## src/srcl_consts.vh

```
// Constants for the serial configuration ROM loader
`ifndef SRCL_CONSTS_VH
`define SRCL_CONSTS_VH
// Serial ROM opcodes (start bit excluded), two bits each
`define SRCL_OP_READ 2'h2
`define SRCL_OP_WRITE 2'h1
`define SRCL_OP_ERASE 2'h3
`define SRCL_OP_EXT 2'h0
// Extended opcode upper address bits for write enable
`define SRCL_EWEN_ADDR 9'h180
// Image byte offsets
`define SRCL_SIG_ADDR 9'h000
`define SRCL_SIG_VALUE 8'hA5
`define SRCL_MAC_ADDR 9'h001
`define SRCL_FLAGS_ADDR 9'h009
`define SRCL_STR_FIRST 9'h00C
`define SRCL_STR_LAST 9'h015
`define SRCL_HSCFG_LEN 9'h018
`define SRCL_FSCFG_LEN 9'h01C
`define SRCL_HUB_FIRST 9'h020
`define SRCL_HUB_LAST 9'h039
`define SRCL_LOAD_LAST 9'h039
// Descriptor lengths
`define SRCL_DESC_LEN 8'h12
// Configuration flag bit positions
`define SRCL_FLAG_WAKE 2
`define SRCL_FLAG_SELF 0
// Host command codes
`define SRCL_CMD_READ 2'h0
`define SRCL_CMD_WRITE 2'h1
`define SRCL_CMD_ERASE 2'h2
// Serial clock half period and write busy timeout
`define SRCL_HALF_NS 500
`define SRCL_CLK_NS 10
`define SRCL_HALF_CYC ((`SRCL_HALF_NS + `SRCL_CLK_NS - 1) / `SRCL_CLK_NS)
`define SRCL_BUSY_MS 10
`define SRCL_BUSY_CYC (`SRCL_BUSY_MS * 100000)
`endif

```

## src/srcl_shift.v

```verilog
// Bit engine for one serial ROM access
`timescale 1ns/1ps
`include "srcl_consts.vh"
module srcl_shift #(
	parameter HALF_CYC = `SRCL_HALF_CYC,
	parameter BUSY_CYC = `SRCL_BUSY_CYC
) (
	input wire clk,
	input wire reset,
	input wire start,
	input wire [1:0] opcode,
	input wire [8:0] addr,
	input wire [7:0] wdata,
	input wire wait_busy,
	output wire done,
	output reg [7:0] rdata_ff,
	output reg timeout_ff,
	output reg rom_cs_ff,
	output reg rom_clk_ff,
	output reg rom_do_ff,
	input wire rom_di
);
	localparam S_IDLE = 2'h0;
	localparam S_SHIFT = 2'h1;
	localparam S_GAP = 2'h2;
	localparam S_BUSY = 2'h3;
	reg [1:0] state_ff;
	reg [20:0] cnt_ff;
	reg [5:0] bit_ff;
	reg [19:0] sreg_ff;
	reg [7:0] rcap_ff;
	reg busy_ff;
	reg wait_ff;
	reg di_s1_ff;
	reg di_s2_ff;
	wire tick = (cnt_ff == 21'h000000);
	// Data input crosses from the pin, two stages
	always @(posedge clk) begin
		di_s1_ff <= rom_di;
		di_s2_ff <= di_s1_ff;
	end
	assign done = (state_ff == S_IDLE) && !busy_ff;
	// Frame: start, opcode, nine address bits, eight data bits
	always @(posedge clk) begin
		if (reset) begin
			state_ff <= S_IDLE;
			cnt_ff <= 21'h000000;
			bit_ff <= 6'h00;
			sreg_ff <= 20'h00000;
			rcap_ff <= 8'h00;
			rdata_ff <= 8'h00;
			wait_ff <= 1'b0;
			busy_ff <= 1'b0;
			timeout_ff <= 1'b0;
			rom_cs_ff <= 1'b0;
			rom_clk_ff <= 1'b0;
			rom_do_ff <= 1'b0;
		end else begin
			busy_ff <= 1'b0;
			case (state_ff)
			S_IDLE: begin
				if (start) begin
					sreg_ff <= {1'b1, opcode, addr, wdata};
					// Busy wait latched now; the requester moves on
					wait_ff <= wait_busy;
					bit_ff <= 6'h28;
					cnt_ff <= HALF_CYC[20:0];
					rom_cs_ff <= 1'b1;
					busy_ff <= 1'b1;
					timeout_ff <= 1'b0;
					state_ff <= S_SHIFT;
				end
			end
			S_SHIFT: begin
				busy_ff <= 1'b1;
				cnt_ff <= tick ? HALF_CYC[20:0] : cnt_ff - 21'h000001;
				if (tick) begin
					rom_clk_ff <= bit_ff[0];
					if (bit_ff[0]) begin
						// Rising edge: sample returning data
						rcap_ff <= {rcap_ff[6:0], di_s2_ff};
					end else begin
						rom_do_ff <= sreg_ff[19];
						sreg_ff <= {sreg_ff[18:0], 1'b0};
					end
					if (bit_ff == 6'h00) begin
						rom_cs_ff <= 1'b0;
						rom_do_ff <= 1'b0;
						state_ff <= S_GAP;
					end else begin
						bit_ff <= bit_ff - 6'h01;
					end
				end
			end
			S_GAP: begin
				busy_ff <= 1'b1;
				rdata_ff <= rcap_ff;
				cnt_ff <= BUSY_CYC[20:0];
				// Programming cycles report ready on data out
				rom_cs_ff <= wait_ff;
				state_ff <= wait_ff ? S_BUSY : S_IDLE;
			end
			S_BUSY: begin
				busy_ff <= 1'b1;
				cnt_ff <= cnt_ff - 21'h000001;
				// First samples still show the deselected line, so they are skipped
				if ((di_s2_ff && cnt_ff < BUSY_CYC[20:0] - 21'h000002) || cnt_ff == 21'h000000) begin
					timeout_ff <= (cnt_ff == 21'h000000) && !di_s2_ff;
					rom_cs_ff <= 1'b0;
					state_ff <= S_IDLE;
				end
			end
			default: state_ff <= S_IDLE;
			endcase
		end
	end
endmodule

```

## src/srcl_loader.v

```verilog
// Serial configuration ROM loader and host access controller
`timescale 1ns/1ps
`include "srcl_consts.vh"
// Operation
// - Nine address bits are shifted per access, covering 256 and 512 byte parts.
// - Loaded station address feeds the high and low address registers.
// - Every system reset starts an automatic load from a valid image.
// - USB transactions are refused until the post-reset load finishes.
// - Host may read, write and erase memory bytes.
// - Descriptor offsets are in 16-bit words, doubled to byte addresses.
// - Zero length means item absent; built-in default is used.
// - Without configuration descriptor, attributes and power come from flags.
// - All string lengths zero means no language identifier is reported.
// - Hub parameters come from image bytes 20h to 39h.
// - Without a valid image, hub parameters take built-in defaults.
module srcl_loader #(
	parameter HALF_CYC = `SRCL_HALF_CYC,
	parameter BUSY_CYC = `SRCL_BUSY_CYC,
	parameter [255:0] HUB_DEFAULT = 256'h0
) (
	input wire clk,
	input wire reset,
	input wire host_req,
	input wire [1:0] host_cmd,
	input wire [8:0] host_addr,
	input wire [7:0] host_wdata,
	output wire host_ready,
	output reg host_done_ff,
	output reg [7:0] host_rdata_ff,
	output reg host_err_ff,
	output reg load_busy_ff,
	output wire usb_accept,
	output reg image_valid_ff,
	output reg [31:0] station_addr_low_reg,
	output reg [15:0] station_addr_high_reg,
	output reg [7:0] cfg_flags_ff,
	output reg [7:0] cfg_attributes_ff,
	output reg [7:0] cfg_max_power_ff,
	output reg lang_id_supported_ff,
	output reg [8:0] hs_dev_desc_addr_ff,
	output reg [8:0] hs_cfg_desc_addr_ff,
	output reg [8:0] fs_dev_desc_addr_ff,
	output reg [8:0] fs_cfg_desc_addr_ff,
	output reg [3:0] desc_present_ff,
	output reg [255:0] hub_cfg_ff,
	output wire rom_cs,
	output wire rom_clk,
	output wire rom_do,
	input wire rom_di
);
	localparam L_RESET = 3'h0;
	localparam L_ISSUE = 3'h1;
	localparam L_WAIT = 3'h2;
	localparam L_IDLE = 3'h3;
	localparam L_HISSUE = 3'h4;
	localparam L_HWAIT = 3'h5;
	localparam L_EWEN = 3'h6;
	reg [2:0] state_ff;
	reg [8:0] addr_ff;
	reg [1:0] hcmd_ff;
	reg [8:0] haddr_ff;
	reg [7:0] hwdata_ff;
	reg [7:0] len_ff;
	reg str_any_ff;
	reg wen_sent_ff;
	reg eng_start;
	reg [1:0] eng_op;
	reg [8:0] eng_addr;
	reg [7:0] eng_wdata;
	wire eng_done;
	wire [7:0] eng_rdata;
	wire eng_timeout;
	wire [8:0] hub_idx = addr_ff - `SRCL_HUB_FIRST;

	// Word offset to byte address, zero length marks absent
	function [8:0] word_to_byte;
		input [7:0] woff;
		begin
			word_to_byte = {woff, 1'b0};
		end
	endfunction

	srcl_shift #(
		.HALF_CYC(HALF_CYC),
		.BUSY_CYC(BUSY_CYC)
	) u_shift (
		.clk(clk),
		.reset(reset),
		.start(eng_start),
		.opcode(eng_op),
		.addr(eng_addr),
		.wdata(eng_wdata),
		.wait_busy(eng_op == `SRCL_OP_WRITE || eng_op == `SRCL_OP_ERASE),
		.done(eng_done),
		.rdata_ff(eng_rdata),
		.timeout_ff(eng_timeout),
		.rom_cs_ff(rom_cs),
		.rom_clk_ff(rom_clk),
		.rom_do_ff(rom_do),
		.rom_di(rom_di)
	);

	assign usb_accept = !load_busy_ff;
	assign host_ready = (state_ff == L_IDLE);

	// Engine request mux; load owns the link until idle
	always @* begin
		eng_start = 1'b0;
		eng_op = `SRCL_OP_READ;
		eng_addr = addr_ff;
		eng_wdata = hwdata_ff;
		case (state_ff)
		L_ISSUE: eng_start = 1'b1;
		L_EWEN: begin
			eng_start = 1'b1;
			eng_op = `SRCL_OP_EXT;
			eng_addr = `SRCL_EWEN_ADDR;
		end
		L_HISSUE: begin
			eng_start = 1'b1;
			eng_op = (hcmd_ff == `SRCL_CMD_WRITE) ? `SRCL_OP_WRITE :
				(hcmd_ff == `SRCL_CMD_ERASE) ? `SRCL_OP_ERASE : `SRCL_OP_READ;
			eng_addr = haddr_ff;
		end
		default: eng_start = 1'b0;
		endcase
	end

	// Load sequencer and host command handling
	always @(posedge clk) begin
		if (reset) begin
			state_ff <= L_RESET;
			addr_ff <= 9'h000;
			hcmd_ff <= 2'h0;
			haddr_ff <= 9'h000;
			hwdata_ff <= 8'h00;
			len_ff <= 8'h00;
			str_any_ff <= 1'b0;
			wen_sent_ff <= 1'b0;
			host_done_ff <= 1'b0;
			host_rdata_ff <= 8'h00;
			host_err_ff <= 1'b0;
			load_busy_ff <= 1'b1;
			image_valid_ff <= 1'b0;
			station_addr_low_reg <= 32'h00000000;
			station_addr_high_reg <= 16'h0000;
			cfg_flags_ff <= 8'h00;
			cfg_attributes_ff <= 8'h80;
			cfg_max_power_ff <= 8'h00;
			lang_id_supported_ff <= 1'b0;
			hs_dev_desc_addr_ff <= 9'h000;
			hs_cfg_desc_addr_ff <= 9'h000;
			fs_dev_desc_addr_ff <= 9'h000;
			fs_cfg_desc_addr_ff <= 9'h000;
			desc_present_ff <= 4'h0;
			hub_cfg_ff <= 256'h0;
		end else begin
			host_done_ff <= 1'b0;
			case (state_ff)
			L_RESET: begin
				addr_ff <= `SRCL_SIG_ADDR;
				hub_cfg_ff <= HUB_DEFAULT;
				state_ff <= L_ISSUE;
			end
			L_ISSUE: state_ff <= L_WAIT;
			L_WAIT: begin
				if (eng_done) begin
					state_ff <= L_ISSUE;
					addr_ff <= addr_ff + 9'h001;
					if (addr_ff == `SRCL_SIG_ADDR) begin
						// No signature: keep defaults, station address unloaded
						image_valid_ff <= (eng_rdata == `SRCL_SIG_VALUE);
						if (eng_rdata != `SRCL_SIG_VALUE) begin
							state_ff <= L_IDLE;
							load_busy_ff <= 1'b0;
						end
					end else if (addr_ff <= 9'h004) begin
						station_addr_low_reg <= {eng_rdata, station_addr_low_reg[31:8]};
					end else if (addr_ff <= 9'h006) begin
						station_addr_high_reg <= {eng_rdata, station_addr_high_reg[15:8]};
					end else if (addr_ff == `SRCL_FLAGS_ADDR) begin
						cfg_flags_ff <= eng_rdata;
						cfg_attributes_ff <= {1'b1, eng_rdata[`SRCL_FLAG_SELF], eng_rdata[`SRCL_FLAG_WAKE], 5'h00};
						cfg_max_power_ff <= eng_rdata[`SRCL_FLAG_SELF] ? 8'h01 : 8'hFA;
					end else if (addr_ff >= `SRCL_STR_FIRST && addr_ff <= `SRCL_STR_LAST) begin
						if (!addr_ff[0] && eng_rdata != 8'h00) begin
							str_any_ff <= 1'b1;
						end
					end else if (addr_ff >= 9'h016 && addr_ff <= 9'h01D) begin
						if (!addr_ff[0]) begin
							len_ff <= eng_rdata;
						end else begin
							desc_present_ff[addr_ff[2:1] - 2'h3] <= (len_ff == `SRCL_DESC_LEN);
							case (addr_ff[3:0])
							4'h7: hs_dev_desc_addr_ff <= word_to_byte(eng_rdata);
							4'h9: hs_cfg_desc_addr_ff <= word_to_byte(eng_rdata);
							4'hB: fs_dev_desc_addr_ff <= word_to_byte(eng_rdata);
							default: fs_cfg_desc_addr_ff <= word_to_byte(eng_rdata);
							endcase
						end
					end else if (addr_ff >= `SRCL_HUB_FIRST) begin
						hub_cfg_ff[hub_idx[4:0] * 8 +: 8] <= eng_rdata;
					end
					if (addr_ff == `SRCL_LOAD_LAST) begin
						lang_id_supported_ff <= str_any_ff;
						state_ff <= L_IDLE;
						load_busy_ff <= 1'b0;
					end
				end
			end
			L_IDLE: begin
				if (host_req) begin
					hcmd_ff <= host_cmd;
					haddr_ff <= host_addr;
					hwdata_ff <= host_wdata;
					state_ff <= (host_cmd == `SRCL_CMD_READ) ? L_HISSUE : L_EWEN;
				end
			end
			L_EWEN: state_ff <= L_HWAIT;
			L_HISSUE: state_ff <= L_HWAIT;
			L_HWAIT: begin
				if (eng_done) begin
					if (hcmd_ff != `SRCL_CMD_READ && !wen_sent_ff) begin
						// After write enable, issue the real command
						wen_sent_ff <= 1'b1;
						state_ff <= L_HISSUE;
					end else begin
						wen_sent_ff <= 1'b0;
						state_ff <= L_IDLE;
						host_rdata_ff <= eng_rdata;
						host_err_ff <= eng_timeout;
						host_done_ff <= 1'b1;
					end
				end
			end
			default: state_ff <= L_IDLE;
			endcase
		end
	end
endmodule

```

## config.mk

```make
export PLATFORM = sky130hd
export DESIGN_NAME = srcl_loader
export DESIGN_NICKNAME = d
export VERILOG_FILES = /design/src/srcl_shift.v /design/src/srcl_loader.v
export VERILOG_INCLUDE_DIRS = /design/src
export SDC_FILE = /design/constraint.sdc
export NUM_CORES = 1
export LEC_CHECK = 0
export BUFFER_PORTS_ARGS = -buffer_cell sky130_fd_sc_hd__buf_2
export CELL_PAD_IN_SITES_DETAIL_PLACEMENT = 0
export CELL_PAD_IN_SITES_GLOBAL_PLACEMENT = 2
export CORE_ASPECT_RATIO = 0.6
export CORE_MARGIN = 3
export CORE_UTILIZATION = 33
export CTS_CLUSTER_DIAMETER = 30
export DETAILED_ROUTE_END_ITERATION = 12
export PLACE_DENSITY = 0.78
export REMOVE_ABC_BUFFERS = 1
export SKIP_CTS_REPAIR_TIMING = 1
export SYNTH_ARGS = -nofsm -noshare
export SYNTH_HDL_FRONTEND = slang
export SYNTH_SLANG_ARGS = --single-unit
```

## constraint.sdc

```tcl
create_clock -name clk -period 4.4 [get_ports clk]
set_input_delay 0.88 -clock clk [delete_from_list [all_inputs] [get_ports clk]]
set_output_delay 0.88 -clock clk [all_outputs]
set_load 0.03 [all_outputs]
```

==> out/metrics.yaml <==
setup_path:
  rrSetupSlack_ns: 0.49
  worst-path-buf-inv: 3
  cp_max_fo: 17
  reg2reg_depth: 10
  critPathTopFamily: "simple AND/OR/NAND/NOR gates"
  critPathMaxStageDelay_ns: 0.66
  crit_required_ns: 4.96
  startpoint_type: "flop"
  cp_slowest_cell: "dfxtp_1"
  rr_endpoint: "hub_cfg_ff[21]"
  arrival_ns: 4.47
  cp-end-kind: "flop"
  path_cells: "inv_1, ha_1, buf_4, nor3b_1, ha_1, inv_1, or3_1, nor2_2, nand2_1, a2bb2o_1"
  worst_r2r_startpoint: "addr_ff[1]"
  crit_type: "reg -> reg"
sta:
  worst_pin_slew_ns: 1.40
  min_period_ns: 3.91
  rsz0062_at_grt: "no"
  maxSlewHeadroom_pct: 5.84
  min_period_over_period_pct: 88.9
  setup-violations-final: 0
  skew_ns: 0.0245
  hold_violations: 0
  maxSlewViolCount: 0
  tns_ns: 0
  fmax_mhz: 256
cells_and_area:
  area_delta_synth_final_pct: 29.6
  fill_cells: 5545
  finalCoreUtilization_pct: 43.5
  drive_gt1_share_pct: 26.3
  largest_register_ffs: 256
  finalNetCount: 2420
  diodes: 0
yosys:
  synth.area.top_cells: "dfxtp_1 (50%), nand2_1 (5.6%), mux2i_1 (4.4%), o2bb2ai_1 (4.4%), a21oi_1 (3.3%)"
  synth_largest_area_cell: "dfxtp_1"
  synth_cell_types: 86
  synth_flop_cell: "dfxtp_1"
  syn_area_per_cell_um2: 9.36
  synth_area_um2: 18900
  netlist_instances: 2018
  synth_top_area_share_pct: 50.3
  synth_warnings: 0
  async_reset_ff_share_pct: 0
  seq_area_frac_synth_pct: 50.3
  ys_top_cells_by_count: "dfxtp_1 (475), nand2_1 (283), nor2_1 (161)"
  synth_edf_count: 0
  synth_seq_cells: 475
  yosysMostFrequentCell: "dfxtp_1"
floorplanning:
  die_area_um2: 60300
  floorplan.initialDensity_pct: 33.6
  row_count: 67
  core_area_um2: 56300
  die_y_um: 191
  io_pins: 409
  die_x_um: 315
run_status:
  status: "completed"
clock_network:
  cts_buffers: 87
  insertion_delay_ns: 0.62
  root_buffer: "clkbuf_16"
  cts.reportedPaths.clkPinSlew_ns: 0.06
  h-tree-depth: 3
  clockBufferDepth: 3
  cts_tree: "built"
  cts.sinks: 475
detailed_routing:
  drt_iter0_markers: 1472
  num_vias: 17500
  ant_nets: 0
  dr.pass1.iters: 5
  drt-total-wl_um: 71700
  viasPerCell: 5.44
  drc_errors: 0
  wl_per_cell_um: 22.3
placement:
  gp_congestion: 0.875
  dp_hpwl_um: 50200
  portBuffers: 397
worst_hold_path:
  hold-path-cell-count: 0
  hold_path_end: "u_shift.di_s2_ff"
  hp-start: "u_shift.di_s1_ff"
  hp-class: "reg -> reg"
global_route:
  grt_pass1_vias: 16400
  grt_pass1_wl_um: 106000
  grt_max_degree: 76
  grt-ovfl-total: 0
  antenna_found_initial: 0
  grt_use_total_pct: 23.0
flow_run:
  maxCapViolCount: 0
power_and_ir_drop:
  seqPwrFrac_pct: 35.1
  switching_share_pct: 27.7
  combPwrFrac_pct: 11.5
  p_int_mw: 9.36
  cellLeakagePower_nw: 10.2
  ir_worst_vdd_mv: 0.244
  p_sw_mw: 3.58
  power.share.clock_pct: 53.4
  p_per_area_nw_per_um2: 529
==> power groups by stage <==
| stage | registers [mW] | logic, mW | clock network (mW) |
|---|---|---|---|
| 2_1_floorplan | 4.61 | 0.940 | 0 |
| 3_3_place_gp | 4.63 | 1.43 | 0 |
| 3_5_place_dp | 4.63 | 1.45 | 0 |
| 4_1_cts | 4.54 | 1.45 | 7.02 |
| 5_1_grt | 4.56 | 1.62 | 7.23 |
| 6_report | 4.55 | 1.49 | 6.91 |
==> logic make-up (layout without fill, tap and decap cells) <==
family | Yosys count | in the layout | synth area share [%]
and+or+nand+nor | 673 | 673 | 16.7
AOI/OAI and AO/OA | 565 | 565 | 22.6
DFF | 475 | 475 | 50.3
buffers and inverters | 195 | 629 | 4.60
muxes | 85 | 85 | 4.51
xor gates and xnor gates | 14 | 14 | 0.649
adders and majority gates | 9 | 9 | 0.596
other | 2 | 11 | 0.0397
==> per-stage QoR <==
stage	cell area, µm²	setup WS (ns)	power, mW	hold slack [ns]	instances
detailed placement	21400	0.624	6.07	0.325	3058
finish	24500	0.490	12.9	0.332	3220
floorplan	18200	0.563	5.55	0.310	1867
global placement	21400	0.768	6.06	0.321	3058
CTS	24500	0.622	13.0	0.319	3220
global route	24500	0.235	13.4	0.331	3220
==> how the worst max path moves through the flow <==
| stage | startpoint | endpoint | slack, ns | depth (start not counted) |
|---|---|---|---|---|
| final | addr_ff[1] | hub_cfg_ff[21] | 0.49 | 10 |
| after global routing | addr_ff[1] | hub_cfg_ff[21] | 0.24 | 10 |
| after CTS | addr_ff[1] | hub_cfg_ff[21] | 0.62 | 10 |
| after detailed placement | addr_ff[1] | hub_cfg_ff[21] | 0.62 | 10 |
| after global placement | addr_ff[1] | hub_cfg_ff[16] | 0.77 | 10 |
| after floorplan | addr_ff[0] | hub_cfg_ff[16] | 0.56 | 9 |
==> cell type report <==
| type | instances | area (µm²) | share of cell area [%] |
|---|---|---|---|
| Clock inverter | 54 | 636 | 2.60 |
| Multi-Input combinational cell | 1357 | 8580 | 35.0 |
| Clock buffer | 108 | 2420 | 9.88 |
| Inverter | 35 | 133 | 0.542 |
| Sequential cell | 475 | 9520 | 38.9 |
| Timing Repair Buffer | 432 | 2260 | 9.22 |
| Tap cell | 759 | 950 | 3.88 |
==> cell usage in the layout, fill, tap and decap left out, types with 25 or more instances in the layout <==
master / instances
inv_1: 33
buf_4: 35
clkbuf_16: 89
a21oi_1: 126
a32o_1: 45
o31ai_1: 28
nand2_1: 283
a22o_1: 42
or3_1: 27
o21ai_0: 55
nand3_1: 50
and3_1: 25
nor2_1: 161
mux2i_1: 84
o2bb2ai_1: 96
buf_2: 396
dfxtp_1: 467
==> routing by layer <==
layer | global-route usage [%] | wire length, µm
met1 | 33.7 | 34100
met4 | 7.22 | 1670
met5 | 0 | 0
met3 | 5.96 | 5950
met2 | 32.8 | 29900
Power figures use the tool's default switching activity.
